$ cat config.mk
export PLATFORM = sky130hd
export DESIGN_NAME = stw_slave
export DESIGN_NICKNAME = d
export VERILOG_FILES = /design/src/stw_pkg.sv /design/src/stw_sync.sv /design/src/stw_slave.sv
export SDC_FILE = /design/constraint.sdc
export NUM_CORES = 1
export LEC_CHECK = 0
export ABC_AREA = 1
export BUFFER_PORTS_ARGS = -buffer_cell sky130_fd_sc_hd__buf_2
export CORE_MARGIN = 5
export CORE_UTILIZATION = 30
export DETAILED_ROUTE_END_ITERATION = 12
export GPL_ROUTABILITY_DRIVEN = 0
export SETUP_SLACK_MARGIN = 0.2
export SLEW_MARGIN = 10
export SYNTH_ARGS = -nofsm -noshare
export SYNTH_HDL_FRONTEND = slang
export SYNTH_SLANG_ARGS = --single-unit
$ cat constraint.sdc
create_clock -name clk_i -period 1.6 [get_ports clk_i]
set_input_delay 0.08 -clock clk_i [delete_from_list [all_inputs] [get_ports clk_i]]
set_output_delay 0.08 -clock clk_i [all_outputs]
set_load 0.01 [all_outputs]
$ cat src/stw_pkg.sv
// Constants, register map and types shared by the two-wire slave files.
package stw_pkg;

  // Register offsets on the plain register port.
  localparam logic [7:0] ADDR_MODE     = 8'h9c;
  localparam logic [7:0] ADDR_CTRL     = 8'h9d;
  localparam logic [7:0] ADDR_OWN      = 8'h9e;
  localparam logic [7:0] ADDR_DATA     = 8'h9f;
  localparam logic [7:0] ADDR_IRQ_STAT = 8'ha0;
  localparam logic [7:0] ADDR_IRQ_MASK = 8'ha1;

  // Serial unit selector value that picks the two-wire interface.
  localparam logic [1:0] SEL_TWOWIRE   = 2'b10;

  // Field positions of the control register.
  localparam int CTRL_EN_BIT  = 7;
  localparam int CTRL_EVT_BIT = 6;
  localparam int CTRL_GCH_BIT = 4;
  localparam int CTRL_ACK_BIT = 3;

  // Field positions of the own-address register.
  localparam int OWN_GC_BIT   = 0;
  localparam int OWN_ADDR_LSB = 1;
  localparam int OWN_ADDR_MSB = 7;

  // Byte framing on the wire.
  localparam int         BYTE_MSB      = 7;
  localparam logic [3:0] BIT_LAST      = 4'h7;
  localparam logic [3:0] BIT_ACK       = 4'h8;
  localparam logic [6:0] GEN_CALL_ADDR = 7'h00;

  // Reset values.
  localparam logic [1:0] SEL_RST  = 2'b00;
  localparam logic [6:0] OWN_RST  = 7'h00;
  localparam logic [7:0] BYTE_RST = 8'h00;
  localparam logic [3:0] BIT_RST  = 4'h0;
  localparam logic [3:0] EV_RST   = 4'h0;

  // Event positions in the interrupt status and mask registers.
  localparam int EV_MATCH  = 0;
  localparam int EV_BYTE   = 1;
  localparam int EV_RSTART = 2;
  localparam int EV_STOP   = 3;
  localparam int EV_N      = 4;

  // Protocol state as software reads it.
  typedef enum logic [2:0] {
    ST_IDLE  = 3'b000,
    ST_ADDR  = 3'b001,
    ST_RX    = 3'b010,
    ST_TX    = 3'b011,
    ST_NACKD = 3'b100,
    ST_ABORT = 3'b101
  } stw_state_t;

  // The two bus lines travel together.
  typedef struct packed {
    logic scl;
    logic sda;
  } stw_pins_t;

endpackage

$ cat src/stw_sync.sv
// Two-flop synchroniser for the bus lines with a delayed copy for edge finding.
`timescale 1ns/10ps
module stw_sync (
  // Clock and reset.
  input  wire logic              clk_i,
  input  wire logic              rst_i,
  // Raw pins and synchronised levels.
  input  wire stw_pkg::stw_pins_t pins_i,
  output stw_pkg::stw_pins_t      now_o,
  output stw_pkg::stw_pins_t      prev_o
);

  stw_pkg::stw_pins_t meta_reg;
  stw_pkg::stw_pins_t now_reg;
  stw_pkg::stw_pins_t prev_reg;

  // Lines idle high, so reset to the released level to avoid a false start.
  always_ff @(posedge clk_i) begin
    if (rst_i) begin
      meta_reg <= '{scl: 1'b1, sda: 1'b1};
      now_reg  <= '{scl: 1'b1, sda: 1'b1};
      prev_reg <= '{scl: 1'b1, sda: 1'b1};
    end else begin
      meta_reg <= pins_i;
      now_reg  <= meta_reg;
      prev_reg <= now_reg;
    end
  end

  assign now_o  = now_reg;
  assign prev_o = prev_reg;

endmodule

$ cat src/stw_slave.sv
// Two-wire slave of the shared serial unit with its register file.
//
// How it works
// (RULE_01) Selector value 10 picks the two-wire mode; it only ever acts as slave.
// (RULE_02) State 000 is idle, waiting for enable and start; stop returns here.
// (RULE_03) A start enters state 001 to take seven address bits and a read bit.
// (RULE_04) State 010 while receiving bytes, 011 while sending bytes.
// (RULE_05) A master not-acknowledge while sending moves to 100 and releases the bus.
// (RULE_06) Clearing ack enable while sending moves to 101 after the current byte.
// (RULE_07) Event flag bit 6 set on match, byte, repeated start, stop; software clears.
// (RULE_08) General call hit flag bit 4 set by hardware, cleared by hardware.
// (RULE_09) Ack enable bit 3 chooses between accepting and refusing the master.
// (RULE_10) Own address sits in bits 7 to 1; zero is reserved for general call.
// (RULE_11) Bit 0 enables general call answers; otherwise such frames are ignored.
// (RULE_12) Data buffer holds the last byte received or the byte to send.
// (RULE_13) A matched slave pulls data low in the ninth clock, then releases.
// (RULE_14) Receiving with ack enable cleared answers high and returns to idle.
// (RULE_15) The master sends write direction with a general call address.
// (RULE_16) After a master acknowledge the slave sends the next buffered byte.
// (RULE_17) Both lines are sampled on the system clock to find start and stop.
// (RULE_18) Data is only pulled low or released; the clock line is never driven.
//
// Our own choice: the address-and-strobe port.
`timescale 1ns/10ps
module stw_slave (
  // Clock and reset.
  input  wire logic       clk_i,
  input  wire logic       rst_i,
  // Register port.
  input  wire logic [7:0] addr_i,
  input  wire logic [7:0] wdata_i,
  input  wire logic       wr_i,
  input  wire logic       rd_i,
  output logic      [7:0] rdata_o,
  // Bus lines.
  input  wire logic       scl_i,
  input  wire logic       sda_i,
  output logic            sda_o,
  output logic            sda_oe_o,
  // Interrupt.
  output logic            irq_o
);

  // Raw and synchronised lines.
  stw_pkg::stw_pins_t pins_raw;
  stw_pkg::stw_pins_t pins_now;
  stw_pkg::stw_pins_t pins_prev;

  // Registers and their next values.
  logic [1:0]            sel_reg;
  logic                  en_reg;
  logic                  evt_reg;
  logic                  evt_next;
  logic                  gch_reg;
  logic                  gch_next;
  logic                  ack_en_reg;
  logic [6:0]            own_reg;
  logic                  gc_en_reg;
  logic [7:0]            buf_reg;
  logic [7:0]            buf_next;
  stw_pkg::stw_state_t   state_reg;
  stw_pkg::stw_state_t   state_next;
  logic [3:0]            bit_reg;
  logic [3:0]            bit_next;
  logic [7:0]            shift_reg;
  logic [7:0]            shift_next;
  logic                  rw_reg;
  logic                  rw_next;
  logic                  lead_reg;
  logic                  lead_next;
  logic                  nack_reg;
  logic                  nack_next;
  logic                  drive_reg;
  logic                  drive_next;
  logic                  load_buf;
  logic [3:0]            ist_reg;
  logic [3:0]            ist_next;
  logic [3:0]            imsk_reg;
  logic [7:0]            rdata_reg;
  logic                  irq_reg;
  logic                  sda_lvl_reg;

  // Decoded strobes and conditions.
  wire        wr_mode  = wr_i && (addr_i == stw_pkg::ADDR_MODE);
  wire        wr_ctrl  = wr_i && (addr_i == stw_pkg::ADDR_CTRL);
  wire        wr_own   = wr_i && (addr_i == stw_pkg::ADDR_OWN);
  wire        wr_data  = wr_i && (addr_i == stw_pkg::ADDR_DATA);
  wire        wr_istat = wr_i && (addr_i == stw_pkg::ADDR_IRQ_STAT);
  wire        wr_imask = wr_i && (addr_i == stw_pkg::ADDR_IRQ_MASK);
  wire        active   = en_reg && (sel_reg == stw_pkg::SEL_TWOWIRE); // [RULE_01]
  wire        scl_rise = pins_now.scl && !pins_prev.scl;
  wire        scl_fall = !pins_now.scl && pins_prev.scl;
  wire        scl_high = pins_now.scl && pins_prev.scl;
  wire        start    = scl_high && !pins_now.sda && pins_prev.sda; // [RULE_17]
  wire        stop     = scl_high && pins_now.sda && !pins_prev.sda; // [RULE_17]
  wire [6:0]  frame    = shift_reg[stw_pkg::BYTE_MSB:1];
  wire        own_ok   = (own_reg != stw_pkg::GEN_CALL_ADDR); // [RULE_10]
  wire        own_hit  = own_ok && (frame == own_reg); // [RULE_10]
  wire        gc_hit   = gc_en_reg && (frame == stw_pkg::GEN_CALL_ADDR)
                         && !shift_reg[0]; // [RULE_11] [RULE_15]
  wire        match    = own_hit || gc_hit;
  wire        busy     = (state_reg != stw_pkg::ST_IDLE);
  wire        at_last  = scl_fall && (bit_reg == stw_pkg::BIT_LAST);
  wire        in_data  = (state_reg == stw_pkg::ST_RX) || (state_reg == stw_pkg::ST_TX);
  wire [3:0]  ev;
  wire [7:0]  ctrl_rd;
  wire [7:0]  rd_mux;

  // Events only count while the interface is active; a start or stop blocks the match and byte events.
  assign ev[stw_pkg::EV_MATCH]  = active && !start && !stop && at_last
                                  && (state_reg == stw_pkg::ST_ADDR)
                                  && match && ack_en_reg; // [RULE_07]
  assign ev[stw_pkg::EV_BYTE]   = active && !start && !stop && at_last && in_data; // [RULE_07]
  assign ev[stw_pkg::EV_RSTART] = active && start && busy; // [RULE_07]
  assign ev[stw_pkg::EV_STOP]   = active && stop && busy; // [RULE_07]

  assign ctrl_rd = {en_reg, evt_reg, 1'b0, gch_reg, ack_en_reg, state_reg};

  assign rd_mux = (addr_i == stw_pkg::ADDR_MODE)     ? {6'h00, sel_reg} :
                  (addr_i == stw_pkg::ADDR_CTRL)     ? ctrl_rd :
                  (addr_i == stw_pkg::ADDR_OWN)      ? {own_reg, gc_en_reg} :
                  (addr_i == stw_pkg::ADDR_DATA)     ? buf_reg :
                  (addr_i == stw_pkg::ADDR_IRQ_STAT) ? {4'h0, ist_reg} :
                  (addr_i == stw_pkg::ADDR_IRQ_MASK) ? {4'h0, imsk_reg} :
                  8'h00;

  assign pins_raw = '{scl: scl_i, sda: sda_i};

  stw_sync u_sync (
    .clk_i  (clk_i),
    .rst_i  (rst_i),
    .pins_i (pins_raw),
    .now_o  (pins_now),
    .prev_o (pins_prev)
  );

  // Protocol engine. The slave changes data only after a clock fall, so its own
  // drive never looks like a start or stop to itself.
  always_comb begin
    state_next = state_reg;
    bit_next   = bit_reg;
    shift_next = shift_reg;
    rw_next    = rw_reg;
    lead_next  = lead_reg;
    nack_next  = nack_reg;
    drive_next = drive_reg;
    gch_next   = gch_reg;
    load_buf   = 1'b0;
    if (!active) begin
      state_next = stw_pkg::ST_IDLE; // [RULE_02]
      lead_next  = 1'b0;
      drive_next = 1'b0;
      gch_next   = 1'b0;
    end else if (stop) begin
      state_next = stw_pkg::ST_IDLE; // [RULE_02]
      drive_next = 1'b0;
      gch_next   = 1'b0; // [RULE_08]
    end else if (start) begin
      state_next = stw_pkg::ST_ADDR; // [RULE_03]
      bit_next   = stw_pkg::BIT_RST;
      lead_next  = 1'b1;
      drive_next = 1'b0;
      nack_next  = 1'b0;
      gch_next   = 1'b0; // [RULE_08]
    end else if (scl_fall && lead_reg) begin
      // The clock fall that closes a start is no data clock; counting it would
      // slip the address frame by one bit.
      lead_next  = 1'b0; // [RULE_03]
    end else if (scl_rise) begin
      case (state_reg)
        stw_pkg::ST_ADDR,
        stw_pkg::ST_RX: begin
          if (bit_reg != stw_pkg::BIT_ACK) begin
            shift_next = {shift_reg[stw_pkg::BYTE_MSB-1:0], pins_now.sda}; // [RULE_03]
          end
        end
        stw_pkg::ST_TX: begin
          if (bit_reg == stw_pkg::BIT_ACK) begin
            nack_next = pins_now.sda;
          end
        end
        default: begin
        end
      endcase
    end else if (scl_fall) begin
      bit_next = (bit_reg == stw_pkg::BIT_ACK) ? stw_pkg::BIT_RST : bit_reg + 4'h1;
      case (state_reg)
        stw_pkg::ST_ADDR: begin
          if (bit_reg == stw_pkg::BIT_LAST) begin
            if (match && ack_en_reg) begin
              drive_next = 1'b1; // [RULE_13] [RULE_09]
              rw_next    = shift_reg[0]; // [RULE_03]
              gch_next   = gc_hit; // [RULE_08]
            end else begin
              state_next = stw_pkg::ST_IDLE; // [RULE_11]
            end
          end else if (bit_reg == stw_pkg::BIT_ACK) begin
            if (rw_reg) begin
              state_next = stw_pkg::ST_TX; // [RULE_04]
              shift_next = buf_reg; // [RULE_12]
              drive_next = !buf_reg[stw_pkg::BYTE_MSB];
            end else begin
              state_next = stw_pkg::ST_RX; // [RULE_04]
              drive_next = 1'b0; // [RULE_13]
            end
          end
        end
        stw_pkg::ST_RX: begin
          if (bit_reg == stw_pkg::BIT_LAST) begin
            load_buf   = 1'b1; // [RULE_12]
            drive_next = ack_en_reg; // [RULE_09] [RULE_14]
            nack_next  = !ack_en_reg;
          end else if (bit_reg == stw_pkg::BIT_ACK) begin
            drive_next = 1'b0;
            if (nack_reg) begin
              state_next = stw_pkg::ST_IDLE; // [RULE_14]
            end
          end
        end
        stw_pkg::ST_TX: begin
          if (bit_reg < stw_pkg::BIT_LAST) begin
            shift_next = {shift_reg[stw_pkg::BYTE_MSB-1:0], 1'b0};
            drive_next = !shift_reg[stw_pkg::BYTE_MSB-1];
          end else if (bit_reg == stw_pkg::BIT_LAST) begin
            drive_next = 1'b0;
          end else if (nack_reg) begin
            state_next = stw_pkg::ST_NACKD; // [RULE_05]
            drive_next = 1'b0; // [RULE_05]
          end else if (!ack_en_reg) begin
            state_next = stw_pkg::ST_ABORT; // [RULE_06]
            drive_next = 1'b0; // [RULE_06]
          end else begin
            shift_next = buf_reg; // [RULE_16]
            drive_next = !buf_reg[stw_pkg::BYTE_MSB]; // [RULE_16]
          end
        end
        default: begin
          drive_next = 1'b0;
        end
      endcase
    end
  end

  // A received byte wins over a software write in the same cycle, so no byte is lost.
  assign buf_next = load_buf ? shift_reg : (wr_data ? wdata_i : buf_reg); // [RULE_12]

  // Hardware set wins over a software clear in the same cycle.
  assign evt_next = (|ev) || (evt_reg && !(wr_ctrl && !wdata_i[stw_pkg::CTRL_EVT_BIT])); // [RULE_07]
  assign ist_next = ev | (ist_reg & ~(wr_istat ? wdata_i[3:0] : 4'h0));

  always_ff @(posedge clk_i) begin
    if (rst_i) begin
      state_reg <= stw_pkg::ST_IDLE;
      bit_reg   <= stw_pkg::BIT_RST;
      shift_reg <= stw_pkg::BYTE_RST;
      rw_reg    <= 1'b0;
      lead_reg  <= 1'b0;
      nack_reg  <= 1'b0;
      drive_reg <= 1'b0;
    end else begin
      state_reg <= state_next;
      bit_reg   <= bit_next;
      shift_reg <= shift_next;
      rw_reg    <= rw_next;
      lead_reg  <= lead_next;
      nack_reg  <= nack_next;
      drive_reg <= drive_next; // [RULE_18]
    end
  end

  always_ff @(posedge clk_i) begin
    if (rst_i) begin
      sel_reg    <= stw_pkg::SEL_RST;
      en_reg     <= 1'b0;
      ack_en_reg <= 1'b0;
      own_reg    <= stw_pkg::OWN_RST;
      gc_en_reg  <= 1'b0;
    end else begin
      if (wr_mode) begin
        sel_reg <= wdata_i[1:0]; // [RULE_01]
      end
      if (wr_ctrl) begin
        en_reg     <= wdata_i[stw_pkg::CTRL_EN_BIT];
        ack_en_reg <= wdata_i[stw_pkg::CTRL_ACK_BIT]; // [RULE_09]
      end
      if (wr_own) begin
        own_reg   <= wdata_i[stw_pkg::OWN_ADDR_MSB:stw_pkg::OWN_ADDR_LSB]; // [RULE_10]
        gc_en_reg <= wdata_i[stw_pkg::OWN_GC_BIT]; // [RULE_11]
      end
    end
  end

  always_ff @(posedge clk_i) begin
    if (rst_i) begin
      evt_reg  <= 1'b0;
      gch_reg  <= 1'b0;
      buf_reg  <= stw_pkg::BYTE_RST;
      ist_reg  <= stw_pkg::EV_RST;
      imsk_reg <= stw_pkg::EV_RST;
    end else begin
      evt_reg <= evt_next;
      gch_reg <= gch_next;
      buf_reg <= buf_next;
      ist_reg <= ist_next;
      if (wr_imask) begin
        imsk_reg <= wdata_i[stw_pkg::EV_N-1:0];
      end
    end
  end

  // Outputs come straight from flops; the data line is open drain and only pulled low.
  always_ff @(posedge clk_i) begin
    if (rst_i) begin
      rdata_reg   <= stw_pkg::BYTE_RST;
      irq_reg     <= 1'b0;
      sda_lvl_reg <= 1'b0;
    end else begin
      rdata_reg   <= rd_i ? rd_mux : stw_pkg::BYTE_RST;
      irq_reg     <= |(ist_reg & imsk_reg);
      sda_lvl_reg <= 1'b0; // [RULE_18]
    end
  end

  assign rdata_o  = rdata_reg;
  assign irq_o    = irq_reg;
  assign sda_o    = sda_lvl_reg;
  assign sda_oe_o = drive_reg;

endmodule

---- Yosys cells after proc, flatten, opt, wreduce, memory -nomap -nowiden ----
Cells that the tools add are included.
Widths: inputs -> output; s select.
storage, ports and cells
  flip-flop bits (word level) ............. 64
  input bits .............................. 22
operators by class
  equality and inequality tests ........... 44
  magnitude comparators ................... 1
  add/subtract/negate cells ............... 1
  bitwise gates (word level) .............. 10
  reductions and logical operators ........ 79
  mux-type cells .......................... 71
operators with widths
  kind                number
  $mux 8              16
  $eq 8x8->1 const B  6
  $logic_and 1x1->1   33
  $mux 1              33
  $mux 4              8
  $mux 3              10
  $ne 3x3->1 const B  9
  $reduce_and 12->1   2
  $reduce_bool 3->1   6
  $pmux 8 s2          1
  $reduce_or 4->1     4
  $reduce_and 14->1   1
  $logic_not 1->1     12
  $ne 3x1->1 const B  4
  $ne 4x3->1 const B  3
  $ne 4x4->1 const B  3
  $reduce_and 6->1    2
  $ne 2x2->1 const B  5
  $pmux 3 s3          1
  $reduce_and 9->1    1
  $and 4x4->4         2
  $ne 2x1->1 const B  4
  $reduce_and 8->1    1
  $reduce_bool 2->1   4
  other kinds (23)    35

---- Logic depth before layout (Yosys ltp) ----
  depth after elaboration ................. 12
  gate-level depth with buffers ........... 14
  gate-level depth less buffers ........... 14

---- By module ----
A second synthesis with hierarchy kept.
second synthesis, totals
  cell total of the unflattened synthesis .. 530
  area, all modules ....................... 3424.5 µm²
modules (own cells, without submodules)
  module     sequential area each (µm²)  cells an instance  times used  area an instance (µm²)
  stw_slave  1161.1                      511                1           3255.6
  stw_sync   120.1                       19                 1           168.9

---- Worst setup path after synthesis ----
No wires, ideal clock.
  path kind ............................... register -> register
  from .................................... reg bit_reg[0]
  to ...................................... reg shift_reg[2]
  period minus slack after synthesis ...... 1662 ps
  setup time .............................. 116 ps
  data arrival time ....................... 1546 ps
  slack ................................... -62 ps
  cell stages (with the launch flop) ...... 10
  cell sequence ........................... dfxtp_1 ha_1 nand2_1 nor2_4 nor2_1 nand2_1 nand2_2 mux2_2 o21ai_0 nor2_1
on the way
  word-level cells in the longest chain between the ends .. 5
  elaborated cells on any way between the ends .. 15
ends and longest elaborated chain
  what                      RTL line          source
  start: declaration        stw_slave.sv:63   logic [3:0] bit_reg;
  start signal: assignment  stw_slave.sv:254  bit_reg <= stw_pkg::BIT_RST;
  start signal: assignment  stw_slave.sv:262  bit_reg <= bit_next;
  $lt 4x3->1                stw_slave.sv:221  if (bit_reg < stw_pkg::BIT_LAST) begin
  $mux 8                    stw_slave.sv:221
  $pmux 8 s2                stw_slave.sv:187  case (state_reg)
  $mux 8                    stw_slave.sv:185  end else if (scl_fall) begin
  $mux 8                    stw_slave.sv:169  end else if (scl_rise) begin
  end signal: assignment    stw_slave.sv:255  shift_reg <= stw_pkg::BYTE_RST;
  end signal: assignment    stw_slave.sv:263  shift_reg <= shift_next;
  end: declaration          stw_slave.sv:65   logic [7:0] shift_reg;
Parallel ways exist; a longest one is shown, timed or not. The select of a mux whose other input is x is not followed.
A chain may end at the register's enable or synchronous reset.

---- Final worst setup path ----
  from .................................... reg u_sync.prev_reg, in the netlist u_sync.prev_o[1]
  to ...................................... reg buf_reg[7]
on the way
  word-level cells in the longest chain between the ends .. 8
  elaborated cells on any way between the ends .. 17
ends and longest elaborated chain
  what                                                         RTL line                           source
  start: declaration                                           stw_sync.sv:15                     stw_pkg::stw_pins_t prev_reg;
  start signal: assignment                                     stw_sync.sv:22                     prev_reg <= '{scl: 1'b1, sda: 1'b1};
  start signal: assignment                                     stw_sync.sv:26                     prev_reg <= now_reg;
  $logic_and 1x1->1 / $logic_not 1->1 (equally long branches)  stw_slave.sv:92, stw_slave.sv:91
  $mux 1 / $logic_and 1x1->1 (equally long branches)           stw_slave.sv:185, stw_slave.sv:91
  $mux 1                                                       stw_slave.sv:169
  $mux 1                                                       stw_slave.sv:165                   end else if (scl_fall && lead_reg) begin
  $mux 1                                                       stw_slave.sv:158                   end else if (start) begin
  $mux 1 (*)                                                   stw_slave.sv:154                   end else if (stop) begin
  $mux 1 (*)                                                   stw_slave.sv:149                   if (!active) begin
  $mux 8 / $reduce_bool 2->1 (equally long branches)           --
  end signal: assignment                                       stw_slave.sv:297                   buf_reg <= stw_pkg::BYTE_RST;
  end signal: assignment                                       stw_slave.sv:303                   buf_reg <= buf_next;
  end: declaration                                             stw_slave.sv:59                    logic [7:0] buf_reg;
Every way passes the cells marked *; elsewhere a longest branch is shown, timed or not.

==> run_results.csv <==
group,metric,value,unit
finish,multi_input_area,2160,um^2
sta,hold_ws,25.9,ps
setup_path,worst-path-buf-inv,0,
sta,period_share,1.08,
yosys,synthAdderAreaFrac,0.0184,
cts,cts_buffer_depth,2,
power_and_ir_drop,seqPwrFrac,0.417,
floorplan,io-pin-count,33,
finish,postLayoutCoreUtil,0.447,
power_and_ir_drop,internal-power,2920,uW
finish,drive_gt1_frac,0.360,
finish,nNetsFinal,631,
power_and_ir_drop,p_leak,0.00210,uW
yosys,synthTopCellsByArea,"dfxtp_1 (38%), nand2_1 (12%), inv_1 (8.4%)",
power_and_ir_drop,pwr-share-clk,0.532,
route,first_pass_iters,5,
finish,stdcell_area,4910,um^2
floorplan,rows,38,
grt,grt_pass1_vias,3708,
floorplan,die_w,116,um
sta,setup_viol,24,
worst_hold_path,min_path_type,"in -> reg",
yosys,synth_top_area_cell,"dfxtp_1",
cts,root_buffer,"clkbuf_16",
yosys,synth_xor_area_frac,0.00257,
finish,final_common_cell,"nand2_1",
finish,syn_to_final_growth,44.2,%
route,route.detailed.drc,0,
power_and_ir_drop,power,3840,uW
setup_path,slowest_stage,"dfxtp_4",
placement,place_ws,-144,ps
grt,grt_start_max_net_pins,28,
cts,clk_pin_slew,60,ps
yosys,synth-seq-cells,64,
yosys,synth_compound_area_frac,0.170,
power_and_ir_drop,p_sw_frac,0.239,
yosys,synth_area,3400,um^2
finish,register_area,1310,um^2
placement,hpwl,8100,um
floorplan,initial_core_util,0.310,
flow_run,drv_cap,0,
grt,grt_use_total,0.170,
yosys,synth_mux_area_frac,0.0132,
placement,post_dp_cell_area,4150,um^2
floorplan,core-area,11000,um^2
cts,clk_latency,350,ps
placement,port_buffers,31,
finish,n_fill_cell,1099,
setup_path,crit_path_start_kind,"flop",
sta,setup_ws,-135,ps
yosys,synth_top_family_by_area,"simple AND/OR/NAND/NOR gates",
cts,cts_tree,"yes",
grt,overflow,0,
setup_path,r2r_cells,11,
sta,period_needed,1730,ps
route,drt_iter0_drc,263,
setup_path,cp_cell_sequence,"ha_4 -> nand2_4 -> nor2_4 -> nor2_4 -> nand3_2 -> nor3_4 -> nand2_4 -> nand3_1 -> o21ai_1 -> a21oi_1 -> nor2_1",
cts,cts-htree-levels,3,
run_status,violations,"setup timing",
run_status,outcome,"complete, but fails checks",
setup_path,worstPathRequired,1830,ps
yosys,syn-num-nets,535,
setup_path,slowest_delay,360,ps
sta,fmax,576,MHz
worst_hold_path,hold_depth,3,
setup_path,crit_arrival,1960,ps
grt,antenna_found_initial,0,
setup_path,crit_type,"reg -> reg",
route,wire_per_inst,15.1,um
yosys,yosys.area_share.simple,0.319,
floorplan,design.die.area,13600,um^2
yosys,synth-seq-area-share,0.377,
route,vias_per_cell,5.09,
setup_path,critPathMaxFanout,8,
power_and_ir_drop,power.switching,918,uW
finish,final_cell_mix,"nand2_1 (92), inv_1 (59), nor2_1 (57), dfxtp_1 (51), buf_4 (50)",
yosys,synth_area_per_cell,6.70,um^2
route,totalWireLength,11300,um
floorplan,die_h,116,um
cts,numCtsBuffers,9,
yosys,ys_types,42,
finish,insertedDiodeCount,0,
cts,cts_num_sinks,64,
yosys,synthCells,508,
power_and_ir_drop,power_density,782,nW/um^2
setup_path,cp_top_family,"simple AND/OR/NAND/NOR gates",
setup_path,end_kind,"flop",
yosys,yosysTopAreaCellShare,0.377,
grt,grt_pass1_wl,18100,um
sta,finClkSkew,6.16,ps
sta,report.final.slew_viol_count,0,
setup_path,crit_cells,11,
yosys,ys_warn_count,0,
power_and_ir_drop,ir_drop,0.560,mV
route,antenna_left,0,
route,vias,3812,
sta,grt_setup_unrepaired,"true",
sta,hold_violations,0,
power_and_ir_drop,combPwrFrac,0.051,
==> synth_stat cells <==
cell and instances:
nor2_1 64, a22oi_1 1, nor3b_1 1, or2_2 4, o21ai_0 37, o211ai_1 2, a311oi_1 1, o31ai_1 1
nand4_2 1, a31oi_1 5, a211oi_1 2, inv_1 76, a41oi_1 1, nand3_1 34, nand2_1 109, conb_1 1
o22ai_1 1, nand2_2 3, dfxtp_1 64, nor3_4 1, clkbuf_1 4, buf_2 3, buf_4 1, xor2_1 1
nor3_1 7, a21oi_1 35, mux2_2 4, nor2_2 4, o21a_1 2, nand4_1 9, o2111ai_1 3, nand3_2 4
o21ai_1 8, nor2_4 2, and3_1 1, inv_2 1, buf_6 1, a31oi_2 1, ha_1 5, a21boi_0 1
o21bai_1 1, o221ai_1 1
==> timing repair <==
action / CTS / global route
endpoints found under the setup margin: 29 / 30
setup buffers: 4 / 5
pin swaps: 10 / 21
endpoints found under the hold margin: 2 / 0
gates resized for setup: 67 / 43
hold buffers: 2 / 0
cloned: 2 / 0
==> power groups by stage <==
| stage | combinational, uW | clock, uW | sequential [uW] |
|---|---|---|---|
| final | 195 | 2040 | 1600 |
| after global routing | 213 | 2130 | 1600 |
| after CTS | 184 | 2060 | 1600 |
| after detailed placement | 167 | 0 | 1640 |
| after global placement | 165 | 0 | 1640 |
| after floorplan | 88.4 | 0 | 1640 |
==> kinds of logic after synthesis <==
family / after synthesis
buf+inv: 86
fa+ha+maj: 5
flops: 64
mux: 4
compound gates: 103
xor+xnor: 1
simple gates: 244
other cells: 1
==> per-layer routing <==
metal | GRT usage | up-vias | part of all wire
met5 | 0 | - | 0
li1 | - | 1853 | -
met1 | 0.215 | 1819 | 0.44
met2 | 0.278 | 106 | 0.47
met3 | 0.0435 | 34 | 0.063
met4 | 0.0665 | 0 | 0.027
==> worst register-to-register path: cells and delay by family (launching register included) <==
family / cells / cell delay, ps
AND/OR/NAND/NOR: 8 / 890
adder cells (fa/ha/maj): 1 / 180
flip-flops: 1 / 360
AO/OA/AOI/OAI: 2 / 190
==> final timing paths <==
path | end | start | slack, ps
worst min register to register | u_sync.now_o[1]$_SDFF_PP1_ | u_sync.meta_reg[1]$_SDFF_PP1_ | 410
worst max-delay path | buf_reg[7]$_SDFFE_PP0P_ | u_sync.prev_o[1]$_SDFF_PP1_ | -130
worst max register to register | buf_reg[7]$_SDFFE_PP0P_ | u_sync.prev_o[1]$_SDFF_PP1_ | -130
worst min-delay path | rdata_o[0]$_SDFF_PP0_ | rd_i | 30
==> metrics by stage <==
stage | setup TNS (ps) | cells
floorplan | -9.09 | 508
global placement | -640 | 720
detailed placement | -1830 | 720
CTS | -1110 | 744
global route | -4100 | 749
finish | -1650 | 749
==> area by class of cell <==
cell class,count,share of cell area
Multi-Input combinational cell,360,0.441
Sequential cell,64,0.266
Timing Repair Buffer,92,0.133
Inverter,77,0.0620
Clock buffer,10,0.0487
Tap cell,140,0.0357
Clock inverter,6,0.0138
(Power assumes the default switching activity.)
